--- config.mk ---
export PLATFORM = sky130hd
export DESIGN_NAME = mic_irq_ctrl
export DESIGN_NICKNAME = d
export VERILOG_FILES = /design/src/rtl/mic_irq_ctrl.v
export VERILOG_INCLUDE_DIRS = /design/src /design/src/rtl
export SDC_FILE = /design/constraint.sdc
export NUM_CORES = 1
export LEC_CHECK = 0
export ABC_AREA = 0
export BUFFER_PORTS_ARGS = -buffer_cell sky130_fd_sc_hd__buf_4
export CAP_MARGIN = 20
export CORE_MARGIN = 8
export CORE_UTILIZATION = 43
export DETAILED_ROUTE_END_ITERATION = 8
export GPL_ROUTABILITY_DRIVEN = 0
export PLACE_DENSITY_LB_ADDON = 0.25
export SYNTH_ARGS = -nofsm -noshare
export SYNTH_HDL_FRONTEND = slang
export SYNTH_SLANG_ARGS = --single-unit
--- constraint.sdc ---
create_clock -name aclk -period 2.05 [get_ports aclk]
set_clock_uncertainty 0.15 [all_clocks]
set_input_delay 0.3075 -clock aclk [delete_from_list [all_inputs] [get_ports aclk]]
set_output_delay 0.3075 -clock aclk [all_outputs]
set_load 0.02 [all_outputs]
--- src/rtl/mic_defines.vh ---
`ifndef MIC_DEFINES_VH
`define MIC_DEFINES_VH
`define MIC_OFS_EDGE 4'h0
`define MIC_OFS_CTLA 4'h4
`define MIC_OFS_CTLB 4'h8
`define MIC_OFS_CTLC 4'hc
`define MIC_OFS_STAT 4'h0
`define MIC_NSRC 8
`define MIC_SRC_PIN 0
`define MIC_SRC_TOUCH 1
`define MIC_SRC_CONV 2
`define MIC_SRC_CMPP 3
`define MIC_SRC_CMPA 4
`define MIC_SRC_TB0 5
`define MIC_SRC_TB1 6
`define MIC_SRC_EE 7
`define MIC_EDGE_OFF 2'h0
`define MIC_EDGE_RISE 2'h1
`define MIC_EDGE_FALL 2'h2
`define MIC_EDGE_BOTH 2'h3
`define MIC_VEC_BASE 12'h004
`define MIC_VEC_STEP 12'h004
`define MIC_RESET_BYTE 8'h00
`define MIC_RESP_OKAY 2'h0
`define MIC_RESP_SLVERR 2'h2
`endif

--- src/rtl/mic_irq_ctrl.v ---
// The implementer's own choices: the AXI4-Lite slave port and the register offsets.
`include "mic_defines.vh"
`timescale 1ns/100ps
`default_nettype none
module mic_irq_ctrl (
  input wire aclk,
  input wire aresetn,
  input wire [3:0] s_axi_awaddr,
  input wire s_axi_awvalid,
  output wire s_axi_awready,
  input wire [31:0] s_axi_wdata,
  input wire [3:0] s_axi_wstrb,
  input wire s_axi_wvalid,
  output wire s_axi_wready,
  output reg [1:0] s_axi_bresp,
  output reg s_axi_bvalid,
  input wire s_axi_bready,
  input wire [3:0] s_axi_araddr,
  input wire s_axi_arvalid,
  output wire s_axi_arready,
  output reg [31:0] s_axi_rdata,
  output reg [1:0] s_axi_rresp,
  output reg s_axi_rvalid,
  input wire s_axi_rready,
  input wire ext_irq_pin,
  input wire touch_slot_ovf,
  input wire conv_done,
  input wire cmp_p_match,
  input wire cmp_a_match,
  input wire tbase0_ovf,
  input wire tbase1_ovf,
  input wire eeprom_wr_done,
  input wire stack_full,
  input wire core_irq_ready,
  input wire [11:0] core_next_pc,
  input wire return_from_irq_instr,
  output reg irq_take,
  output reg [11:0] irq_vector,
  output reg [11:0] push_pc,
  output reg stack_pop,
  output reg wake_req
);
  reg [1:0] ext_edge_field_q;
  reg [7:0] flag_q;
  reg [7:0] flag_d;
  reg [7:0] en_q;
  reg [7:0] en_d;
  reg global_irq_enable_q;
  reg global_irq_enable_d;
  reg pin_prev_q;
  reg aw_held_q;
  reg [3:0] aw_addr_q;
  reg w_held_q;
  reg [31:0] w_data_q;
  reg [3:0] w_strb_q;
  wire [7:0] event_v;
  wire pin_rise;
  wire pin_fall;
  reg pin_evt;
  wire [7:0] req_v;
  reg [7:0] grant;
  reg [2:0] grant_idx;
  integer i;
  wire do_write;
  reg [7:0] rd_byte;
  reg wr_hit;
  wire [7:0] edge_rd;
  wire [7:0] ctla_rd;
  wire [7:0] ctlb_rd;
  wire [7:0] ctlc_rd;

  assign pin_rise = ext_irq_pin & ~pin_prev_q;
  assign pin_fall = ~ext_irq_pin & pin_prev_q;

  always @* begin
    case (ext_edge_field_q)
      `MIC_EDGE_RISE: pin_evt = pin_rise;
      `MIC_EDGE_FALL: pin_evt = pin_fall;
      `MIC_EDGE_BOTH: pin_evt = pin_rise | pin_fall;
      default: pin_evt = 1'b0;
    endcase
  end

  assign event_v = {eeprom_wr_done, tbase1_ovf, tbase0_ovf, cmp_a_match,
                    cmp_p_match, conv_done, touch_slot_ovf, pin_evt};

  // request gating; no new take while a take is presented
  assign req_v = (global_irq_enable_q & ~stack_full & ~irq_take)
                 ? (flag_q & en_q) : 8'h00;

  always @* begin
    grant = 8'h00;
    grant_idx = 3'h0;
    for (i = `MIC_NSRC - 1; i >= 0; i = i - 1) begin
      if (req_v[i]) begin
        grant = 8'h00;
        grant[i] = 1'b1;
        grant_idx = i[2:0];
      end
    end
  end

  // axi write: address and data latched independently
  assign s_axi_awready = ~aw_held_q & ~s_axi_bvalid;
  assign s_axi_wready = ~w_held_q & ~s_axi_bvalid;
  assign s_axi_arready = ~s_axi_rvalid;
  assign do_write = aw_held_q & w_held_q & ~s_axi_bvalid;

  always @* begin
    wr_hit = (aw_addr_q == `MIC_OFS_EDGE) | (aw_addr_q == `MIC_OFS_CTLA) |
             (aw_addr_q == `MIC_OFS_CTLB) | (aw_addr_q == `MIC_OFS_CTLC);
  end

  // register writes, then hardware effects
  always @* begin
    flag_d = flag_q;
    en_d = en_q;
    global_irq_enable_d = global_irq_enable_q;
    if (do_write & w_strb_q[0]) begin
      case (aw_addr_q)
        `MIC_OFS_CTLA: begin
          flag_d[`MIC_SRC_CONV] = w_data_q[6];
          flag_d[`MIC_SRC_TOUCH] = w_data_q[5];
          flag_d[`MIC_SRC_PIN] = w_data_q[4];
          en_d[`MIC_SRC_CONV] = w_data_q[3];
          en_d[`MIC_SRC_TOUCH] = w_data_q[2];
          en_d[`MIC_SRC_PIN] = w_data_q[1];
          global_irq_enable_d = w_data_q[0];
        end
        `MIC_OFS_CTLB: begin
          flag_d[`MIC_SRC_CMPP] = w_data_q[7];
          flag_d[`MIC_SRC_TB1] = w_data_q[6];
          flag_d[`MIC_SRC_TB0] = w_data_q[5];
          flag_d[`MIC_SRC_EE] = w_data_q[4];
          en_d[`MIC_SRC_CMPP] = w_data_q[3];
          en_d[`MIC_SRC_TB1] = w_data_q[2];
          en_d[`MIC_SRC_TB0] = w_data_q[1];
          en_d[`MIC_SRC_EE] = w_data_q[0];
        end
        `MIC_OFS_CTLC: begin
          flag_d[`MIC_SRC_CMPA] = w_data_q[4];
          en_d[`MIC_SRC_CMPA] = w_data_q[0];
        end
        default: flag_d = flag_q;
      endcase
    end
    // service clears flag and global enable
    if (|grant) begin
      flag_d = flag_d & ~grant;
      global_irq_enable_d = 1'b0;
    end
    // events set flags, set beats clear
    flag_d = flag_d | event_v;
  end

  // edge field and pin history
  always @(posedge aclk) begin
    if (!aresetn) begin
      ext_edge_field_q <= `MIC_EDGE_OFF;
      pin_prev_q <= 1'b0;
    end else begin
      pin_prev_q <= ext_irq_pin;
      if (do_write & w_strb_q[0] & (aw_addr_q == `MIC_OFS_EDGE)) begin
        ext_edge_field_q <= w_data_q[1:0];
      end
    end
  end

  // flags and enables; all sources already merged in flag_d
  always @(posedge aclk) begin
    if (!aresetn) begin
      flag_q <= `MIC_RESET_BYTE;
      en_q <= `MIC_RESET_BYTE;
      global_irq_enable_q <= 1'b0;
    end else begin
      flag_q <= flag_d;
      en_q <= en_d;
      global_irq_enable_q <= global_irq_enable_d;
    end
  end

  // write path: address and data may arrive in either order
  always @(posedge aclk) begin
    if (!aresetn) begin
      aw_held_q <= 1'b0;
      aw_addr_q <= 4'h0;
      w_held_q <= 1'b0;
      w_data_q <= 32'h00000000;
      w_strb_q <= 4'h0;
      s_axi_bvalid <= 1'b0;
      s_axi_bresp <= `MIC_RESP_OKAY;
    end else begin
      if (s_axi_awvalid & s_axi_awready) begin
        aw_held_q <= 1'b1;
        aw_addr_q <= s_axi_awaddr;
      end
      if (s_axi_wvalid & s_axi_wready) begin
        w_held_q <= 1'b1;
        w_data_q <= s_axi_wdata;
        w_strb_q <= s_axi_wstrb;
      end
      if (do_write) begin
        aw_held_q <= 1'b0;
        w_held_q <= 1'b0;
        s_axi_bvalid <= 1'b1;
        s_axi_bresp <= wr_hit ? `MIC_RESP_OKAY : `MIC_RESP_SLVERR;
      end else if (s_axi_bvalid & s_axi_bready) begin
        s_axi_bvalid <= 1'b0;
      end
    end
  end

  // read path: one read in flight, data registered
  always @(posedge aclk) begin
    if (!aresetn) begin
      s_axi_rvalid <= 1'b0;
      s_axi_rresp <= `MIC_RESP_OKAY;
      s_axi_rdata <= 32'h00000000;
    end else begin
      if (s_axi_arvalid & s_axi_arready) begin
        s_axi_rvalid <= 1'b1;
        s_axi_rdata <= {24'h000000, rd_byte};
        s_axi_rresp <= (s_axi_araddr[1:0] == 2'h0) ? `MIC_RESP_OKAY
                       : `MIC_RESP_SLVERR;
      end else if (s_axi_rvalid & s_axi_rready) begin
        s_axi_rvalid <= 1'b0;
      end
    end
  end

  // core side; take stands until the core answers
  always @(posedge aclk) begin
    if (!aresetn) begin
      irq_take <= 1'b0;
      irq_vector <= 12'h000;
      push_pc <= 12'h000;
      stack_pop <= 1'b0;
      wake_req <= 1'b0;
    end else begin
      // take with per-source vector; core acks with ready
      if (|grant) begin
        irq_take <= 1'b1;
        irq_vector <= `MIC_VEC_BASE + {9'h000, grant_idx} * `MIC_VEC_STEP;
        push_pc <= core_next_pc;
      end else if (irq_take & core_irq_ready) begin
        irq_take <= 1'b0;
      end
      stack_pop <= return_from_irq_instr;
      // wake on any flag newly set
      wake_req <= |(flag_d & ~flag_q);
    end
  end

  assign edge_rd = {6'h00, ext_edge_field_q};
  assign ctla_rd[7] = 1'b0;
  assign ctla_rd[6] = flag_q[`MIC_SRC_CONV];
  assign ctla_rd[5] = flag_q[`MIC_SRC_TOUCH];
  assign ctla_rd[4] = flag_q[`MIC_SRC_PIN];
  assign ctla_rd[3] = en_q[`MIC_SRC_CONV];
  assign ctla_rd[2] = en_q[`MIC_SRC_TOUCH];
  assign ctla_rd[1] = en_q[`MIC_SRC_PIN];
  assign ctla_rd[0] = global_irq_enable_q;
  assign ctlb_rd[7] = flag_q[`MIC_SRC_CMPP];
  assign ctlb_rd[6] = flag_q[`MIC_SRC_TB1];
  assign ctlb_rd[5] = flag_q[`MIC_SRC_TB0];
  assign ctlb_rd[4] = flag_q[`MIC_SRC_EE];
  assign ctlb_rd[3] = en_q[`MIC_SRC_CMPP];
  assign ctlb_rd[2] = en_q[`MIC_SRC_TB1];
  assign ctlb_rd[1] = en_q[`MIC_SRC_TB0];
  assign ctlb_rd[0] = en_q[`MIC_SRC_EE];
  assign ctlc_rd = {3'h0, flag_q[`MIC_SRC_CMPA], 3'h0, en_q[`MIC_SRC_CMPA]};

  always @* begin
    case (s_axi_araddr)
      `MIC_OFS_EDGE: rd_byte = edge_rd;
      `MIC_OFS_CTLA: rd_byte = ctla_rd;
      `MIC_OFS_CTLB: rd_byte = ctlb_rd;
      `MIC_OFS_CTLC: rd_byte = ctlc_rd;
      default: rd_byte = 8'h00;
    endcase
  end
endmodule // mic_irq_ctrl
`default_nettype wire

# Yosys cells after proc, flatten, opt, wreduce, memory -nomap -nowiden
# Cells that the tools add are included.
dict set report classes {
  n_mux 33
  order_cmp 0
  add_sub_neg 1
  mul 0
  n_shift 0
  bitwise 35
  n_reduce_logical 13
  div_mod_pow 0
  eq_ne 9
}
# cell count
set ops {}
lappend ops {{$mux 8} 11}
lappend ops {{$pmux 8 s4} 1}
lappend ops {{$mux 3} 10}
lappend ops {{$and 8x8->8} 3}
lappend ops {{$and 1x1->1} 16}
lappend ops {{$eq 4x4->1 const B} 4}
lappend ops {{$not 8->8} 2}
lappend ops {{$reduce_or 8->1} 2}
lappend ops {{$not 1->1} 9}
lappend ops {{$reduce_or 9->1} 1}
lappend ops {{$eq 4x3->1 const B} 2}
lappend ops {{$logic_not 4->1} 2}
lappend ops {{$mux 1} 8}
lappend ops {{$or 8x8->8} 1}
lappend ops {{$add 3x5->6 const A} 1}
lappend ops {{$reduce_and 2->1} 3}
lappend ops {{$reduce_bool 2->1} 3}
lappend ops {{$eq 2x2->1 const B} 2}
lappend ops {{$mux 2} 2}
lappend ops {{$or 1x1->1} 4}
lappend ops {{$pmux 1 s3} 1}
lappend ops {{$eq 2x1->1 const B} 1}
lappend ops {{$logic_not 2->1} 1}
lappend ops {{$reduce_or 2->1} 1}
dict set report word_totals {
  register_bits 76
  rom_bits 0
  word_cells 113
  latchBits 0
  mem_bits_rw 0
  memories 0
  input_bits 74
}

# Longest topological paths before layout
dict set report depth {
  word_depth 18
  ltp_mapped 7
  ltp_nobuf 7
}

# Least setup slack after synthesis
# OpenSTA, ideal clock, no wires.
dict set report synth_path {
  kind {register -> register}
  startpoint {reg flag_q[6]}
  endpoint {reg irq_vector[4]}
  t_required_ns 1.826
  synth_period_minus_slack_ns 1.998
  setup_slack_ns 0.052
  t_arrival_ns 1.773
  n_path_buf 0
  path_stages_with_launch 8
  cell_sequence {dfxtp_1 -> nand2_1 -> a32o_1 -> a22o_1 -> a21o_1 -> ha_1 -> or3_1 -> a31oi_1}
}
dict set report synth_via {
  elab_chain_len 10
}
# item line_no
set synth_lines {}
lappend synth_lines {{start: declaration} mic_irq_ctrl.v:44} ;# reg [7:0] flag_q;
lappend synth_lines {{start signal: assignment} mic_irq_ctrl.v:172} ;# flag_q <= `MIC_RESET_BYTE;
lappend synth_lines {{start signal: assignment} mic_irq_ctrl.v:176} ;# flag_q <= flag_d;
lappend synth_lines {{$and 8x8->8 *} mic_irq_ctrl.v:89} ;# ? (flag_q & en_q) : 8'h00;
lappend synth_lines {{$mux 8 *} mic_irq_ctrl.v:89}
lappend synth_lines {{$mux 3 or $mux 8 (tied branches) (7 in series)} mic_irq_ctrl.v:95} ;# if (req_v[i]) begin
lappend synth_lines {{$add 3x5->6 (no line) or $reduce_or 8->1 (tied branches)} --}
lappend synth_lines {{end signal: assignment} mic_irq_ctrl.v:243} ;# irq_vector <= `MIC_VEC_BASE + {9'h000, grant_idx} * `MIC_VEC_STEP;
lappend synth_lines {{end: declaration} mic_irq_ctrl.v:38} ;# output reg [11:0] irq_vector,
# Every way passes the cells marked *; elsewhere a longest branch is shown, timed or not.
# A chain may end at the register's enable or synchronous reset.

# Worst setup path after layout
# Same ends and word-level chain as after synthesis.

==> metrics.md <==
| Metric | Value |
|---|---|
| Core area | between 7000 and 8000 um^2 |
| Asr flop ratio synth | 0% |
| Cell count after synthesis | approximately 370 |
| Filler Cells Inserted | 708 |
| Register area | 1320 um^2 |
| Final ANT Viol Nets | 0 |
| Worst hold start | return_from_irq_instr |
| RR Startpoint | flag_q[6]$_SDFF_PN0_ |
| DR pass1 iterations | 4 |
| Initial Util | 44.4% |
| Most used flip-flop cell after synthesis | dfxtp_1 |
| CP max stage delay | roughly 360 ps |
| Worst R2R End | irq_vector[4]$_SDFFE_PN0N_ |
| Arr. time, crit path | between 2000 and 2500 ps |
| Final Cell Area | between 4000 and 5000 um^2 |
| Post-CTS Setup Bufs | 0 |
| Syn Area/Cell | between 8 and 9 um^2 |
| Cell Area, Placed | between 3000 and 4000 um^2 |
| Hold Crit Depth | 2 |
| VDD IR max | roughly 0.00037 V |
| Setup CP Type | flip-flop to flip-flop |
| CP delay by family, top | compound AO/OA/AOI/OAI gates |
| Die height | approximately 100 um |
| WL/cell | 15.1 um |
| Setup TNS Final | 0 ps |
| Synth warnings | 0 |
| Initial antenna violation count | 0 |
| Flop-to-flop setup slack | 120 ps |
| Type of the most critical hold path | input port to flip-flop |
| Final hold vios | 0 |
| Routed vias | 2810 |
| TritonCTS buffer count | 9 |
| Layout overhead on the synthesized area | 26.2% |
| Worst-path cell chain | nand2_2 > a32o_1 > a22o_1 > a21o_1 > ha_1 > or3_1 > a31oi_1 |
| Actual slew at the worst max-slew pin | approximately 550 ps |
| Remaining routing DRC violations | 0 |
| Post-DP HPWL | about 6.4 mm |
| Final setup viols | 0 |
| Number of synthesized flops with an enable pin | 0 |
| IO buf count | 80 |
| Distinct cells, synth | 50 |
| RSZ-0062 raised after global routing | no |
| Most frequent cells in the layout | buf_4 (94), dfxtp_1 (64), nor2_1 (50), mux2i_1 (36), conb_1 (34) |
| CTS max path bufs | 2 |
| Crit. End Element | flip-flop |
| Gr usage total | between 15 and 20% |
| Nets | ~530 |
| Diodes inserted | 0 |
| Max Slew Vio Count | 0 |
| Min cycle time layout | ~1900 ps |
| Number of vias per cell | 5.03 |
| CP bufs+invs | 0 |
| Commonest non-fill, non-tap cell in the layout | buf_4 |
| Pwr dens | between 700 and 800 nW/um^2 |
| Leakage power | 1.86 nW |
| Clock transition at path regs | ~70 ps |
| Synthesized cell area | roughly 3200 um^2 |
| Share of cells above drive strength 1 | 26.5% |
| Vias in the first global route | approximately 2700 |
| Worst Path Max Fanout | 3 |
| Critical path's slowest cell | or3_1 |
| Fraction of the cycle the final worst path needs | 94.4% |
| Pin count of the biggest net entering global routing | 33 |
| # clock sinks | 66 |
| Worst setup margin | about 120 ps |
| Setup slack at placement | 61.5 ps |
| FF+latch count, synth | 66 |
| Die X | between 100 and 150 um |
| First-pass GRT wire length | ~13 mm |
| Die Footprint | roughly 11000 um^2 |
| Routed wire length | 8.42 mm |
| Number of max-cap violations | 0 |
| Number of DRC markers in iteration 0 | 143 |
| Htree depth | 3 |
| Ports | 142 |
| Slew HR | 63.1% |
| Gr ovfl total | 0 |
| Seq/Total Area, Yosys | between 40% and 50% |
| Root Buffer | clkbuf_8 |
| Worst Hold End | stack_pop$_SDFF_PN0_ |
| FP Rows | 31 |
| Final hold slack | approximately 17 ps |
| Multi-input logic area | around 1600 um^2 |
| Worst reg2reg path depth | 7 |
| Worst-Skew Late Latency | ~340 ps |
| CP startpoint kind | flip-flop |
| Max Fclk | approximately 520 MHz |
| Data required time at the worst endpoint | approximately 2200 ps |
| TritonCTS clock tree | built |
| Status | completed |
-- repair_timing --
item	CTS	global route
endpoints found under the setup margin	0	1
hold buffers	0	0
gates resized for setup	0	3
-- report_power, final --
| group | switching [mW] | internal, mW |
|---|---|---|
| registers | 0.0441 | 1.32 |
| clock network | 0.515 | 0.681 |
| logic | 0.209 | 0.148 |
-- per-layer routing --
layer	track usage, %	routed length (um)
met1	20.0	3690
met2	24.6	3880
met3	4.59	727
met4	5.23	129
met5	0	0
-- worst max path at each step --
stage | startpoint | endpoint | slack [ps] | cells past startpoint
finish | flag_q[6]$_SDFF_PN0_ | irq_vector[4]$_SDFFE_PN0N_ | 120 | 7
global route | flag_q[6]$_SDFF_PN0_ | irq_vector[4]$_SDFFE_PN0N_ | 20 | 7
CTS | flag_q[6]$_SDFF_PN0_ | irq_vector[4]$_SDFFE_PN0N_ | 50 | 7
detailed placement | flag_q[6]$_SDFF_PN0_ | irq_vector[4]$_SDFFE_PN0N_ | 60 | 7
global placement | flag_q[6]$_SDFF_PN0_ | irq_vector[4]$_SDFFE_PN0N_ | 70 | 7
floorplan | flag_q[6]$_SDFF_PN0_ | irq_vector[4]$_SDFFE_PN0N_ | 50 | 7
-- flip-flops by register name, summed over array words and instances, names as in the netlist, 2 cells and up --
register,flops
push_pc,12
en_q,8
flag_q,8
s_axi_rdata,8
w_data_q,8
aw_addr_q,4
irq_vector,4
ext_edge_field_q,2
-- area by class of cell --
class                      count  share of cell area, %
multi-input combinational    266                   40.0
sequential                    66                   32.4
timing repair buffer          95                   17.7
clock buffer                   9                   3.03
tap                           99                   3.03
clock inverter                 7                   2.29
inverter                      17                   1.56
-- Yosys cell counts (all sizes together) (2+ instances only) --
cell type	instances	area, um^2
nor3b	6	55.1
dfxtp	66	1320
a221oi	2	17.5
buf	40	305
o22ai	2	12.5
nand4	2	12.5
mux2i	36	360
a211oi	3	22.5
nor2	50	188
inv	17	63.8
nor2b	6	37.5
clkbuf	11	41.3
a21oi	22	110
a22oi	11	82.6
a31oi	2	12.5
o21ai	7	35.0
nand2	27	101
ha	3	37.5
o31ai	3	22.5
and2	3	18.8
and3	2	12.5
a41oi	2	25.0
nor3	6	35.0
nand2b	5	31.3
a22o	8	70.1
nand3	8	50.1
o41ai	3	26.3
-- stage by stage --
| stage | util (%) | std cells | power (mW) |
|---|---|---|---|
| finish | 56.1 | 559 | 2.92 |
| global route | 56.1 | 559 | 3.05 |
| CTS | 56.0 | 559 | 2.94 |
| detailed placement | 53.0 | 543 | 1.75 |
| global placement | 53.0 | 543 | 1.74 |
| floorplan | - | 400 | 1.65 |
-- kinds of logic (layout without fill, tap and decap cells) --
logic type | after synthesis | count (layout) | synth area share (%)
AO/OA/AOI/OAI | 73 | 73 | 15.6
adder cells (fa/ha/maj) | 3 | 3 | 1.16
buffers and inverters | 68 | 128 | 12.7
flip-flops | 66 | 66 | 40.8
multiplexers | 38 | 38 | 12.2
other | 1 | 34 | 0.116
AND/OR/NAND/NOR | 118 | 118 | 17.5
Note: power is estimated with default switching activity, not from simulation.
